`src/hw/stack_ea_regs.vh`:
```
// Constants for the stack limit and effective address block
`ifndef STACK_EA_REGS_VH
`define STACK_EA_REGS_VH
// Address floor below which the stack underflows (special register space)
`define STK_UNDERFLOW_FLOOR 16'h0800
// Operand field widths
`define FILE_ADDR_W 13
`define LIT5_W 5
`define LIT10_W 10
`define OFFSET_REG_W 4
`define BRANCH_LIT_W 16
`define DISABLE_LIT_W 14
// Working register index used as the stack pointer
`define STACK_PTR_IDX 4'h0f
// Working register index used as the default working register
`define DEFAULT_DEFAULT_WORKING_REGISTER_IDX 4'h0
// Addressing mode encodings
`define MODE_DIRECT 3'h0
`define MODE_INDIRECT 3'h1
`define MODE_POST 3'h2
`define MODE_PRE 3'h3
`define MODE_INDEXED 3'h4
`define MODE_LIT_OFFSET 3'h5
`define MODE_FILE 3'h6
`define MODE_LITERAL 3'h7
// Stack operation encodings
`define STK_NONE 2'h0
`define STK_PUSH 2'h1
`define STK_POP 2'h2
// Push word sources
`define PUSH_DATA 2'h0
`define PUSH_CALL 2'h1
`define PUSH_EXC 2'h2
// Width of the high program counter portion kept on a push
`define PC_HI_W 7
`endif

```
`src/hw/ea_adder.v`:
```
// Effective address former for one operand side
`default_nettype none
`include "stack_ea_regs.vh"
module ea_adder (
    input wire [2:0] mode_i,      // Addressing mode
    input wire [15:0] ptr_i,      // Pointer register contents
    input wire [15:0] offs_i,     // Offset register contents
    input wire [15:0] mod_i,      // Signed modify constant
    input wire [15:0] lit_i,      // Literal offset or address
    output reg [15:0] ea_o,       // Effective address
    output reg [15:0] ptr_new_o,  // Pointer value to write back
    output reg ptr_wr_o           // Pointer write-back wanted
);
    // ----------------------------------------------------------------
    // Address selection
    // ----------------------------------------------------------------
    always @* begin
        ea_o = ptr_i;
        ptr_new_o = ptr_i;
        ptr_wr_o = 1'b0;
        case (mode_i)
            `MODE_INDIRECT: ea_o = ptr_i;
            `MODE_POST: begin
                ea_o = ptr_i;
                ptr_new_o = ptr_i + mod_i;
                ptr_wr_o = 1'b1;
            end
            `MODE_PRE: begin
                ea_o = ptr_i + mod_i;
                ptr_new_o = ptr_i + mod_i;
                ptr_wr_o = 1'b1;
            end
            `MODE_INDEXED: ea_o = ptr_i + offs_i;
            `MODE_LIT_OFFSET: ea_o = ptr_i + lit_i;
            // File register direct: 13-bit near address
            `MODE_FILE: ea_o = {3'h0, lit_i[`FILE_ADDR_W-1:0]};
            default: ea_o = ptr_i;
        endcase
    end
endmodule // ea_adder
`default_nettype wire

```
`src/hw/stack_ea_unit.v`:
```
// Software stack, stack limit check and effective address generation
`default_nettype none
`include "stack_ea_regs.vh"
module stack_ea_unit (
    input wire clk_i,                  // Core clock, 25 MHz
    input wire rst_b_i,                // Async reset, active low
    input wire instr_vld_i,            // Decoded instruction valid
    input wire [2:0] src_mode_i,       // Source addressing mode
    input wire [2:0] dst_mode_i,       // Destination addressing mode
    input wire [3:0] src_reg_i,        // Source pointer register index
    input wire [3:0] dst_reg_i,        // Destination pointer index
    input wire [3:0] offset_reg_i,     // Shared offset register index
    input wire [3:0] base_reg_i,       // First operand register index
    input wire [15:0] src_mod_i,       // Signed source modify constant
    input wire [15:0] dst_mod_i,       // Signed destination modify
    input wire [15:0] lit_i,           // Literal or file address field
    input wire lit10_i,                // Literal is 10 bits, else 5
    input wire file_to_default_working_register_i,         // File result goes to register 0
    input wire [1:0] stk_op_i,         // Stack push or pop request
    input wire [1:0] push_src_i,       // Word source for a push
    input wire [15:0] push_data_i,     // Data word for a plain push
    input wire [22:0] pc_i,            // Program counter
    input wire [7:0] status_low_byte_i, // Low status byte
    input wire reg_wr_i,               // Working register write
    input wire [3:0] reg_wr_idx_i,     // Written register index
    input wire [15:0] reg_wr_data_i,   // Written register value
    input wire limit_wr_i,             // Stack limit write
    input wire [15:0] limit_data_i,    // Stack limit write value
    input wire [15:0] branch_lit_i,    // Branch displacement literal
    input wire [13:0] disable_lit_i,   // Interrupt disable count field
    output reg [15:0] src_ea_o,        // Source effective address
    output reg [15:0] dst_ea_o,        // Destination effective address
    output reg [15:0] op1_o,           // First operand value
    output reg [15:0] op2_o,           // Second operand value
    output reg [3:0] result_idx_o,     // Result register index
    output reg mem_wr_o,               // Data memory write strobe
    output reg mem_rd_o,               // Data memory read strobe
    output reg [15:0] mem_addr_o,      // Data memory address
    output reg [15:0] mem_wdata_o,     // Data memory write word
    output reg [22:0] branch_tgt_o,    // Branch target
    output reg [13:0] disable_cnt_o,   // Interrupt disable count
    output reg [15:0] stack_ptr_o,     // Stack pointer value
    output reg stack_trap_o            // Stack error trap request
);
    // ----------------------------------------------------------------
    // Working register file
    // ----------------------------------------------------------------
    reg [15:0] default_working_register_q [0:15];    // Working registers, 15 is stack ptr
    reg [15:0] stack_limit_q;    // Limit, not reset
    wire [15:0] src_ea;          // Formed source address
    wire [15:0] dst_ea;          // Formed destination address
    wire [15:0] src_ptr_new;     // Source pointer write-back
    wire [15:0] dst_ptr_new;     // Destination pointer write-back
    wire src_ptr_wr;             // Source pointer update wanted
    wire dst_ptr_wr;             // Destination pointer update wanted
    reg [15:0] sp_d;             // Next stack pointer
    reg [15:0] push_word;        // Word placed on the stack
    reg [15:0] stk_addr;         // Stack access address
    reg trap_d;                  // Stack fault this cycle
    reg [15:0] op2_d;            // Second operand selection
    integer i;

    // Stack pointer addressed as a pointer
    function is_sp;
        input [3:0] idx;
        begin
            is_sp = (idx == `STACK_PTR_IDX);
        end
    endfunction

    // Pointer-based mode, which forms an address from a register
    function is_ptr_mode;
        input [2:0] m;
        begin
            is_ptr_mode = (m == `MODE_INDIRECT) || (m == `MODE_POST) ||
                (m == `MODE_PRE) || (m == `MODE_INDEXED) ||
                (m == `MODE_LIT_OFFSET);
        end
    endfunction

    // Address out of the stack window: past limit or into SFR space
    function sp_fault;
        input [15:0] a;
        input [15:0] lim;
        begin
            sp_fault = (a > lim) || (a < `STK_UNDERFLOW_FLOOR);
        end
    endfunction

    // ----------------------------------------------------------------
    // Address formers, offset register shared by both sides
    // ----------------------------------------------------------------
    ea_adder u_src (
        .mode_i(src_mode_i),
        .ptr_i(default_working_register_q[src_reg_i]),
        .offs_i(default_working_register_q[offset_reg_i]),
        .mod_i(src_mod_i),
        .lit_i(lit_i),
        .ea_o(src_ea),
        .ptr_new_o(src_ptr_new),
        .ptr_wr_o(src_ptr_wr)
    );

    ea_adder u_dst (
        .mode_i(dst_mode_i),
        .ptr_i(default_working_register_q[dst_reg_i]),
        .offs_i(default_working_register_q[offset_reg_i]),
        .mod_i(dst_mod_i),
        .lit_i(lit_i),
        .ea_o(dst_ea),
        .ptr_new_o(dst_ptr_new),
        .ptr_wr_o(dst_ptr_wr)
    );

    // ----------------------------------------------------------------
    // Stack pointer arithmetic and limit check
    // ----------------------------------------------------------------
    always @* begin
        sp_d = default_working_register_q[`STACK_PTR_IDX];
        stk_addr = default_working_register_q[`STACK_PTR_IDX];
        trap_d = 1'b0;
        // Word pushed depends on who pushes
        case (push_src_i)
            `PUSH_CALL: push_word = {{(16-`PC_HI_W){1'b0}},
                pc_i[22:16]};
            `PUSH_EXC: push_word = {status_low_byte_i, 1'b0,
                pc_i[22:16]};
            default: push_word = push_data_i;
        endcase
        if (instr_vld_i) begin
            case (stk_op_i)
                `STK_PUSH: begin
                    // Write at current free word, then step up
                    stk_addr = default_working_register_q[`STACK_PTR_IDX];
                    sp_d = default_working_register_q[`STACK_PTR_IDX] + 16'h0002;
                    trap_d = sp_fault(stk_addr, stack_limit_q);
                end
                `STK_POP: begin
                    // Step down first, then read
                    sp_d = default_working_register_q[`STACK_PTR_IDX] - 16'h0002;
                    stk_addr = sp_d;
                    trap_d = sp_fault(stk_addr, stack_limit_q);
                end
                default: begin
                    // Pointer write-back to the stack pointer moves it too,
                    // so the reported pointer follows the register file
                    if (is_sp(src_reg_i) && src_ptr_wr)
                        sp_d = src_ptr_new;
                    if (is_sp(dst_reg_i) && dst_ptr_wr)
                        sp_d = dst_ptr_new;
                    // Any other pointer use of the stack pointer
                    if (is_sp(src_reg_i) && is_ptr_mode(src_mode_i) &&
                        sp_fault(src_ea, stack_limit_q))
                        trap_d = 1'b1;
                    if (is_sp(dst_reg_i) && is_ptr_mode(dst_mode_i) &&
                        sp_fault(dst_ea, stack_limit_q))
                        trap_d = 1'b1;
                end
            endcase
        end
    end

    // Second operand: register, memory address, or short literal
    always @* begin
        if (src_mode_i == `MODE_LITERAL) begin
            if (lit10_i)
                op2_d = {6'h00, lit_i[`LIT10_W-1:0]};
            else
                op2_d = {11'h000, lit_i[`LIT5_W-1:0]};
        end else if (src_mode_i == `MODE_DIRECT) begin
            op2_d = default_working_register_q[src_reg_i];
        end else begin
            op2_d = src_ea;
        end
    end

    // ----------------------------------------------------------------
    // Register update; pointer write-back loses to explicit writes
    // ----------------------------------------------------------------
    always @(posedge clk_i or negedge rst_b_i) begin
        if (!rst_b_i) begin
            for (i = 0; i < 16; i = i + 1)
                default_working_register_q[i] <= 16'h0000;
        end else if (instr_vld_i) begin
            if (src_ptr_wr)
                default_working_register_q[src_reg_i] <= src_ptr_new;
            if (dst_ptr_wr)
                default_working_register_q[dst_reg_i] <= dst_ptr_new;
            if (stk_op_i != `STK_NONE)
                default_working_register_q[`STACK_PTR_IDX] <= sp_d;
            if (reg_wr_i)
                default_working_register_q[reg_wr_idx_i] <= reg_wr_data_i;
        end else if (reg_wr_i) begin
            default_working_register_q[reg_wr_idx_i] <= reg_wr_data_i;
        end
    end

    // Limit has no reset; bit zero always clear
    always @(posedge clk_i) begin
        if (limit_wr_i)
            stack_limit_q <= {limit_data_i[15:1], 1'b0};
    end

    // ----------------------------------------------------------------
    // Registered outputs
    // ----------------------------------------------------------------
    always @(posedge clk_i or negedge rst_b_i) begin
        if (!rst_b_i) begin
            src_ea_o <= 16'h0000;
            dst_ea_o <= 16'h0000;
            op1_o <= 16'h0000;
            op2_o <= 16'h0000;
            result_idx_o <= 4'h0;
            mem_wr_o <= 1'b0;
            mem_rd_o <= 1'b0;
            mem_addr_o <= 16'h0000;
            mem_wdata_o <= 16'h0000;
            branch_tgt_o <= 23'h00_0000;
            disable_cnt_o <= 14'h0000;
            stack_ptr_o <= 16'h0000;
            stack_trap_o <= 1'b0;
        end else begin
            src_ea_o <= src_ea;
            dst_ea_o <= dst_ea;
            op1_o <= default_working_register_q[base_reg_i];
            op2_o <= op2_d;
            // File instructions target register zero or the file
            result_idx_o <= file_to_default_working_register_i ? `DEFAULT_DEFAULT_WORKING_REGISTER_IDX :
                dst_reg_i;
            mem_wr_o <= instr_vld_i && (stk_op_i == `STK_PUSH);
            mem_rd_o <= instr_vld_i && (stk_op_i == `STK_POP);
            mem_addr_o <= stk_addr;
            mem_wdata_o <= push_word;
            // PC plus signed word displacement
            branch_tgt_o <= pc_i + {{6{branch_lit_i[15]}},
                branch_lit_i, 1'b0};
            disable_cnt_o <= disable_lit_i;
            // Explicit register write wins, as in the register file
            stack_ptr_o <= (reg_wr_i && is_sp(reg_wr_idx_i)) ?
                reg_wr_data_i : sp_d;
            stack_trap_o <= trap_d;
        end
    end
endmodule // stack_ea_unit
`default_nettype wire

```
`config.mk`:
```
export PLATFORM = sky130hd
export DESIGN_NAME = stack_ea_unit
export DESIGN_NICKNAME = d
export VERILOG_FILES = /design/src/hw/ea_adder.v /design/src/hw/stack_ea_unit.v
export VERILOG_INCLUDE_DIRS = /design/src /design/src/hw
export SDC_FILE = /design/constraint.sdc
export NUM_CORES = 2
export LEC_CHECK = 0
export BUFFER_PORTS_ARGS = -buffer_cell sky130_fd_sc_hd__buf_2
export CORE_MARGIN = 3
export CORE_UTILIZATION = 40
export DETAILED_ROUTE_END_ITERATION = 16
export GPL_TIMING_DRIVEN = 0
export SLEW_MARGIN = 20
export SYNTH_ARGS = -nofsm -noshare
export SYNTH_HDL_FRONTEND = slang
export SYNTH_HIERARCHICAL = 1
export SYNTH_SLANG_ARGS = --single-unit
```
`constraint.sdc`:
```
create_clock -name clk_i -period 8.7 [get_ports clk_i]
set_input_delay 0.435 -clock clk_i [delete_from_list [all_inputs] [get_ports clk_i]]
set_output_delay 0.435 -clock clk_i [all_outputs]
set_load 0.05 [all_outputs]
```
== Yosys cells after proc, flatten, opt, wreduce, memory -nomap -nowiden ==
Cells that the tools add are included.

* Register bits: 427
* Bits of input ports: 194
* Output and inout bits: 156

* $add $sub $neg: 9
* Magnitude comparators: 16
* Eq/ne operators: 20
* Muxes and demuxes: 53
* Bitwise gates (word level): 5
* Reductions and logical operators: 29

{| class="wikitable"
|+ Operators by type and width
! cell !! count
|-
| 256-bit two-way mux || 7
|-
| 256-bit bitwise mux || 4
|-
| 16-bit two-way mux || 23
|-
| 16-bit binary-select mux with 4-bit select || 4
|-
| 16-bit demux with 4-bit select || 3
|-
| 16-bit one-hot mux with 4 select lines || 2
|-
| 16-bit adder || 6
|-
| 16-bit > comparator || 4
|-
| 16-bit by 12-bit less-than comparator with 1-bit output, second input constant || 4
|-
| 16-bit one-hot mux with 2 select lines || 2
|-
| 5-bit greater-or-equal comparator, second input constant || 5
|-
| 4-bit NOT with 5-bit output || 5
|-
| 23-bit adder || 1
|-
| 3-bit == test, second input constant || 7
|-
| 16-bit by 2-bit adder with 16-bit output, second input constant || 1
|-
| 16-bit by 2-bit subtractor with 16-bit output, second input constant || 1
|-
| 5-bit by 1-bit less-than comparator with 1-bit output, second input constant || 3
|-
| 3-bit by 2-bit == test with 1-bit output, second input constant || 4
|-
| 4-bit == test, second input constant || 3
|-
| 1-bit logical AND || 12
|-
| 1-bit logical OR || 12
|-
| 10-bit two-way mux || 1
|-
| 3-bit by 1-bit == test with 1-bit output, second input constant || 2
|-
| 1-bit two-way mux || 5
|-
| other kinds (7) || 11
|}

== Logic depth before layout (Yosys ltp) ==
* Depth in word-level cells: 17
* Depth in mapped cells: 25
* Gate-level depth less buffers: 23

== Hierarchy ==
The synthesis kept the hierarchy.

{| class="wikitable"
|+ By module, submodules not included
! module !! times used !! cells each !! area each (um2)
|-
| stack_ea_unit || 1 || 3148 || 30549.3
|-
| ea_adder (u_src) || 1 || 371 || 2532.4
|-
| ea_adder (u_dst) || 1 || 351 || 2468.6
|}

== Least setup slack after synthesis ==
No wires, ideal clock.

* Path kind: input port to flip-flop
* From: input port src_reg_i[0]
* To: register stack_trap_o
* Setup time: 0.130 ns
* Arrival: 5.851 ns
* Path slack: 2.719 ns
* Stages on the path: 23
* Buffers on the path: 3
* Cell sequence: clkbuf_1 -> buf_1 -> buf_2 -> mux4_2 -> mux4_2 -> ha_1 -> fa_1 -> a21o_1 -> a21o_1 -> a2111oi_2 -> o21bai_1 -> xor2_1 -> o21ai_1 -> o21ai_0 -> ha_1 -> a21o_1 -> a21o_1 -> a21oi_1 -> nor2_1 -> a2111oi_0 -> a21oi_1 -> o31ai_1 -> a31oi_1

* Cells in the longest elaborated chain, start to end: 13
* Elaborated cells between the ends (all ways): 18
* Those cells by class: add/sub (3); order compare (2); eq/ne (1); mux (8); bitwise (1); reduce/logical (3)

{| class="wikitable"
|+ RTL lines
! item !! RTL line !! RTL
|-
| from (decl) || stack_ea_unit.v:10 || <nowiki>input wire [3:0] src_reg_i,</nowiki>
|-
| 4-bit NOT with 5-bit output (not written as such) * || stack_ea_unit.v:95 || <nowiki>.ptr_i(default_working_register_q[src_reg_i]),</nowiki>
|-
| 16-bit binary-select mux with 4-bit select * || stack_ea_unit.v:95 ||
|-
| 16-bit two-way mux (not written as such) * (2 in a row) || stack_ea_unit.v:95 ||
|-
| 16-bit adder (on tied branches) || ea_adder.v:34, ea_adder.v:29, ea_adder.v:33 ||
|-
| 16-bit one-hot mux with 4 select lines * || ea_adder.v:21 || <nowiki>case (mode_i)</nowiki>
|-
| net src_ea[8] || stack_ea_unit.v:50 || <nowiki>wire [15:0] src_ea;</nowiki>
|-
| 16-bit > comparator or 16-bit by 12-bit less-than comparator with 1-bit output (tied branches) || n/a ||
|-
| 1-bit logical OR * || stack_ea_unit.v:86 || <nowiki>sp_fault = (a > lim) || (a < `STK_UNDERFLOW_FLOOR);</nowiki>
|-
| 1-bit logical AND * || stack_ea_unit.v:152 || <nowiki>if (is_sp(src_reg_i) && is_ptr_mode(src_mode_i) &&</nowiki>
|-
| 1-bit two-way mux * || stack_ea_unit.v:152 ||
|-
| 1-bit two-way mux * || stack_ea_unit.v:155 || <nowiki>if (is_sp(dst_reg_i) && is_ptr_mode(dst_mode_i) &&</nowiki>
|-
| 1-bit one-hot mux with 2 select lines * || stack_ea_unit.v:131 || <nowiki>case (stk_op_i)</nowiki>
|-
| 1-bit two-way mux * || stack_ea_unit.v:130 || <nowiki>if (instr_vld_i) begin</nowiki>
|-
| net trap_d || stack_ea_unit.v:59 || <nowiki>reg trap_d;</nowiki>
|-
| to (signal assigned) || stack_ea_unit.v:241 || <nowiki>stack_trap_o <= trap_d;</nowiki>
|-
| to (decl) || stack_ea_unit.v:43 || <nowiki>output reg stack_trap_o</nowiki>
|}

Mark *: on every way through the listed nets, which the timed path passes. The rest lies on a longest branch. The select of a mux whose other input is x is not followed.
A chain may end at the register's enable or synchronous reset.

== Worst setup path in the final report ==
Ends and elaborated chain as after synthesis.

==> parameters.txt <==
Parameter                              Value

Run status
  Result of the run ... complete, no violations

CTS
  Clock tree from TritonCTS ... built
  Number of CTS-inserted buffers ... 53
  Root Buffer ... sky130_fd_sc_hd__clkbuf_16
  Clk slew on worst S/H paths ... 0.06 ns
  Worst-Skew Late Latency ... about 0.65 ns
  TritonCTS Sinks ... approximately 430
  Clk buf depth ... 3
  Number of gates resized after CTS ... 0
  Setup Buffers After CTS ... 0
  Cts-stage hold buffer count ... 38
  Maximum level of the CTS H-tree ... 2

Pwr
  Final total power ... about 12 mW
  Standby leakage power ... about 16 nW
  Power density normalized to cell area ... between 200 and 300 mW/mm^2
  Maximum resistive drop on vdd ... 0.245 mV

Yosys
  Commonest cells in the synthesized netlist ... sky130_fd_sc_hd__nand2_1 (612), sky130_fd_sc_hd__o21ai_0 (515), sky130_fd_sc_hd__dfrtp_1 (412), sky130_fd_sc_hd__mux4_2 (320), sky130_fd_sc_hd__clkbuf_1 (279)
  Most used standard cell by instance count after synthesis ... sky130_fd_sc_hd__nand2_1
  Most instantiated flip-flop cell in the synthesis netlist ... sky130_fd_sc_hd__dfrtp_1
  Proportion of netlist area held by the largest area contributor ... between 20 and 30%
  Post-synth top area cell ... sky130_fd_sc_hd__dfrtp_1
  Synthesis-stage register bit count ... about 430
  Number of enable-type register cells in the synthesized netlist ... 15
  Yosys Warn Count ... 6
  Combined area of all synthesized cells ... ~0.036 sq mm
  Gate Count Post-Synth ... between 3k and 4k
  Post-synthesis net count ... 4218
  Async set or reset register ratio after synthesis ... between 90% and 100%
  Distinct cell type count of the synthesized netlist ... 94
  Fraction of the yosys area taken by sequential cells ... between 30% and 40%
  Biggest area contributors in the synthesized netlist ... sky130_fd_sc_hd__dfrtp_1 (29%), sky130_fd_sc_hd__mux4_2 (20%), sky130_fd_sc_hd__o21ai_0 (7.3%)
  Synthesized area divided by synthesized cell count ... just over 9 sq um

Place
  Worst setup timing slack at the placement stage ... 0.451 ns
  HPWL Detailed ... 143000 um
  Placed cell count ... between 5k and 6k
  Number of buffer cells added on primary ports ... 318
  Gpl congestion ... 1.05

Worst setup path
  Kind of critical path ... input port to flip-flop
  Endpoint kind of the worst setup timing path ... flip-flop
  Category of the worst setup path launch point ... input port
  CP Data Arrival Time ... between 8 and 9 ns
  Critical path peak fanout ... 10
  Required time worst endpoint ... between 9 and 10 ns

Global routing
  Initial antenna violation count ... 15
  All-layer global routing usage ... a little under two fifths
  Number of global-route vias before repair ... 34.9k
  Maximum number of pins on one net before global-route repair ... between 80 and 90
  Remaining Overflow, GRT ... 0
  Global-route wire length before repair ... 251000 um

STA
  Final critical-path setup slack ... between 1 and 1.5 ns
  Final-layout worst hold slack ... about 0.0092 ns
  Tmin final ... roughly 7.6 ns
  RSZ-0062 raised after global routing ... no
  Transition time at the pin with the least slew margin ... between 1 and 1.5 ns
  Number of endpoints with negative hold slack in the final report ... 0
  Highest clock frequency the design can meet ... between 0.1 and 0.15 GHz
  Final slew viol count ... 0
  Rel. slew slack ... between 15 and 20%
  Period Utilization, post-route ... just under 90%
  Layout Skew ... 0.0243 ns
  Setup violators final ... 0

Run
  Count of max-cap constraint violations ... 0

Floorplan
  Overall die area ... a little over 0.09 sq mm
  Die Height ... slightly above 300 um
  Starting utilization of the core area ... between 40% and 50%
  X dimension of the die ... 304 um
  Number of I/O pins ... between 300 and 400
  Floorplan core area ... a little under 0.09 sq mm
  Standard-cell rows ... between 100 and 150

Routing
  Routed wirelength normalized by instance count ... about 32 um
  DRC viols ... 0
  Drt first-iter violations ... about 4.7k
  Sum of routed wire length over all layers ... around 180000 um
  Via/cell ratio ... around 6.6
  Length of the first detailed-routing pass in iterations ... 7
  Antenna-violating nets left ... 0
  Vias after detailed routing ... roughly 37k

Cells and area
  Ratio of cells with drive above 1 in the final layout ... between 15 and 20%
  Number of nets in the layout ... ~4.6k
  Area Overhead vs Synth ... 15.3%
  Cell Count, Final, Fillers Out ... approximately 5.5k

Min path
  Path type of the worst min-delay path ... input port to flip-flop
## layer usage
metal,vias to the layer above,part of all wire (%),global-route usage [%],wire [um]
li1,15300,-,-,-
met1,18000,36,46.4,64500
met2,2645,44,57.1,78100
met3,576,13,12.3,23100
met4,14,7.1,22.3,12700
met5,-,0.055,0,98
## state kept, by name, summed over array words and instances (netlist names)
| register | flops |
|---|---|
| default_working_register_q | 256 |
| stack_limit_q | 15 |
| mem_rd_o | 1 |
| mem_wdata_o | 16 |
| disable_cnt_o | 14 |
| mem_wr_o | 1 |
| mem_addr_o | 16 |
| src_ea_o | 16 |
| result_idx_o | 4 |
| stack_trap_o | 1 |
| dst_ea_o | 16 |
| stack_ptr_o | 16 |
| op2_o | 16 |
| branch_tgt_o | 23 |
| op1_o | 16 |
## cells by family (layout without fill, tap and decap cells)
group                    after synthesis  count (layout)  synth area share, %
adder cells (fa/ha/maj)              155             155                 5.56
AO/OA/AOI/OAI                       1250            1250                 20.7
multiplexers                         398             398                 22.6
buffers and inverters                464             921                 5.08
AND/OR/NAND/NOR                     1070            1070                 13.1
flip-flops                           427             427                 30.3
XOR/XNOR                             106             106                 2.65
other                                  0              13                    0
## critical path, cell delays in order
cell and delay [ns]:
sky130_fd_sc_hd__clkbuf_1 0.52, sky130_fd_sc_hd__buf_1 0.87, sky130_fd_sc_hd__buf_2 0.53, sky130_fd_sc_hd__mux4_2 0.62, sky130_fd_sc_hd__mux4_2 0.65, sky130_fd_sc_hd__ha_1 0.29
sky130_fd_sc_hd__fa_1 0.43, sky130_fd_sc_hd__a21o_1 0.19, sky130_fd_sc_hd__a21o_1 0.20, sky130_fd_sc_hd__a2111oi_2 0.45, sky130_fd_sc_hd__o21bai_1 0.15, sky130_fd_sc_hd__xor2_1 0.22
sky130_fd_sc_hd__o21ai_1 0.18, sky130_fd_sc_hd__o21ai_0 0.43, sky130_fd_sc_hd__ha_1 0.37, sky130_fd_sc_hd__a21o_1 0.17, sky130_fd_sc_hd__a21o_1 0.17, sky130_fd_sc_hd__a21oi_1 0.13
sky130_fd_sc_hd__nor2_1 0.05, sky130_fd_sc_hd__a2111oi_0 0.49, sky130_fd_sc_hd__a21oi_1 0.12, sky130_fd_sc_hd__o31ai_1 0.26, sky130_fd_sc_hd__a31oi_1 0.13
## layout make-up
class,count,area (sq um)
clock inverter,21,269
antenna,13,32.5
multi-input combinational,2979,23000
tap,1155,1450
inverter,72,270
buffer,392,1550
clock buffer,74,1540
timing repair buffer,362,2130
fill,8542,46400
sequential,427,10800
## final timing paths
kind                       slack (ns)                                        from  depth (start not counted)                                           to
setup / recovery                 1.05                                src_reg_i[0]                         23                       stack_trap_o$_DFF_PN0_
hold / removal                  0.009                              push_data_i[4]                          3                     mem_wdata_o[4]$_DFF_PN0_
setup reg to reg                 1.63   default_working_register_q[8]$_DFFE_PN0P_                         18   default_working_register_q[79]$_DFFE_PN0P_
hold reg to reg                  0.68  default_working_register_q[54]$_DFFE_PN0P_                          2   default_working_register_q[54]$_DFFE_PN0P_
max in group asynchronous        6.34                                     rst_b_i                          6  default_working_register_q[215]$_DFFE_PN0P_
min in group asynchronous        0.32                                     rst_b_i                          2                     mem_addr_o[14]$_DFF_PN0_
## where the power goes
part,total (mW),leakage (nW),switching (mW),internal (mW)
Combinational,6.14,10.2,3.98,2.16
Sequential,3.27,5.08,0.743,2.53
Clock,2.36,0.891,0.984,1.38
## placed cells by master, fill, tap and decap left out, drive strengths merged, types with 18 or more instances in the layout
master / count
nand4: 19
mux2i: 39
nor2b: 34
inv: 71
nor3: 27
dfrtp: 412
xnor2: 59
nand2: 613
or2: 18
buf: 432
mux4: 320
a21o: 38
xor2: 46
nor2: 216
clkbuf: 358
o21ai: 525
a22o: 21
nand2b: 28
a21oi: 221
nand3: 40
o21a: 25
mux2: 39
ha: 149
dlygate4sd3: 38
a211oi: 28
o22ai: 251
o211ai: 21
## metrics by stage
| stage | TNS [ns] | util (%) | area (sq um) |
|---|---|---|---|
| floorplan | 0 | - | 35600 |
| global placement | -686.23 | 44.1 | 38600 |
| detailed placement | 0 | 44.4 | 38800 |
| CTS | 0 | 46.9 | 41000 |
| global route | 0 | 46.9 | 41000 |
| finish | 0 | 46.9 | 41000 |
Power figures use the tool's default switching activity.
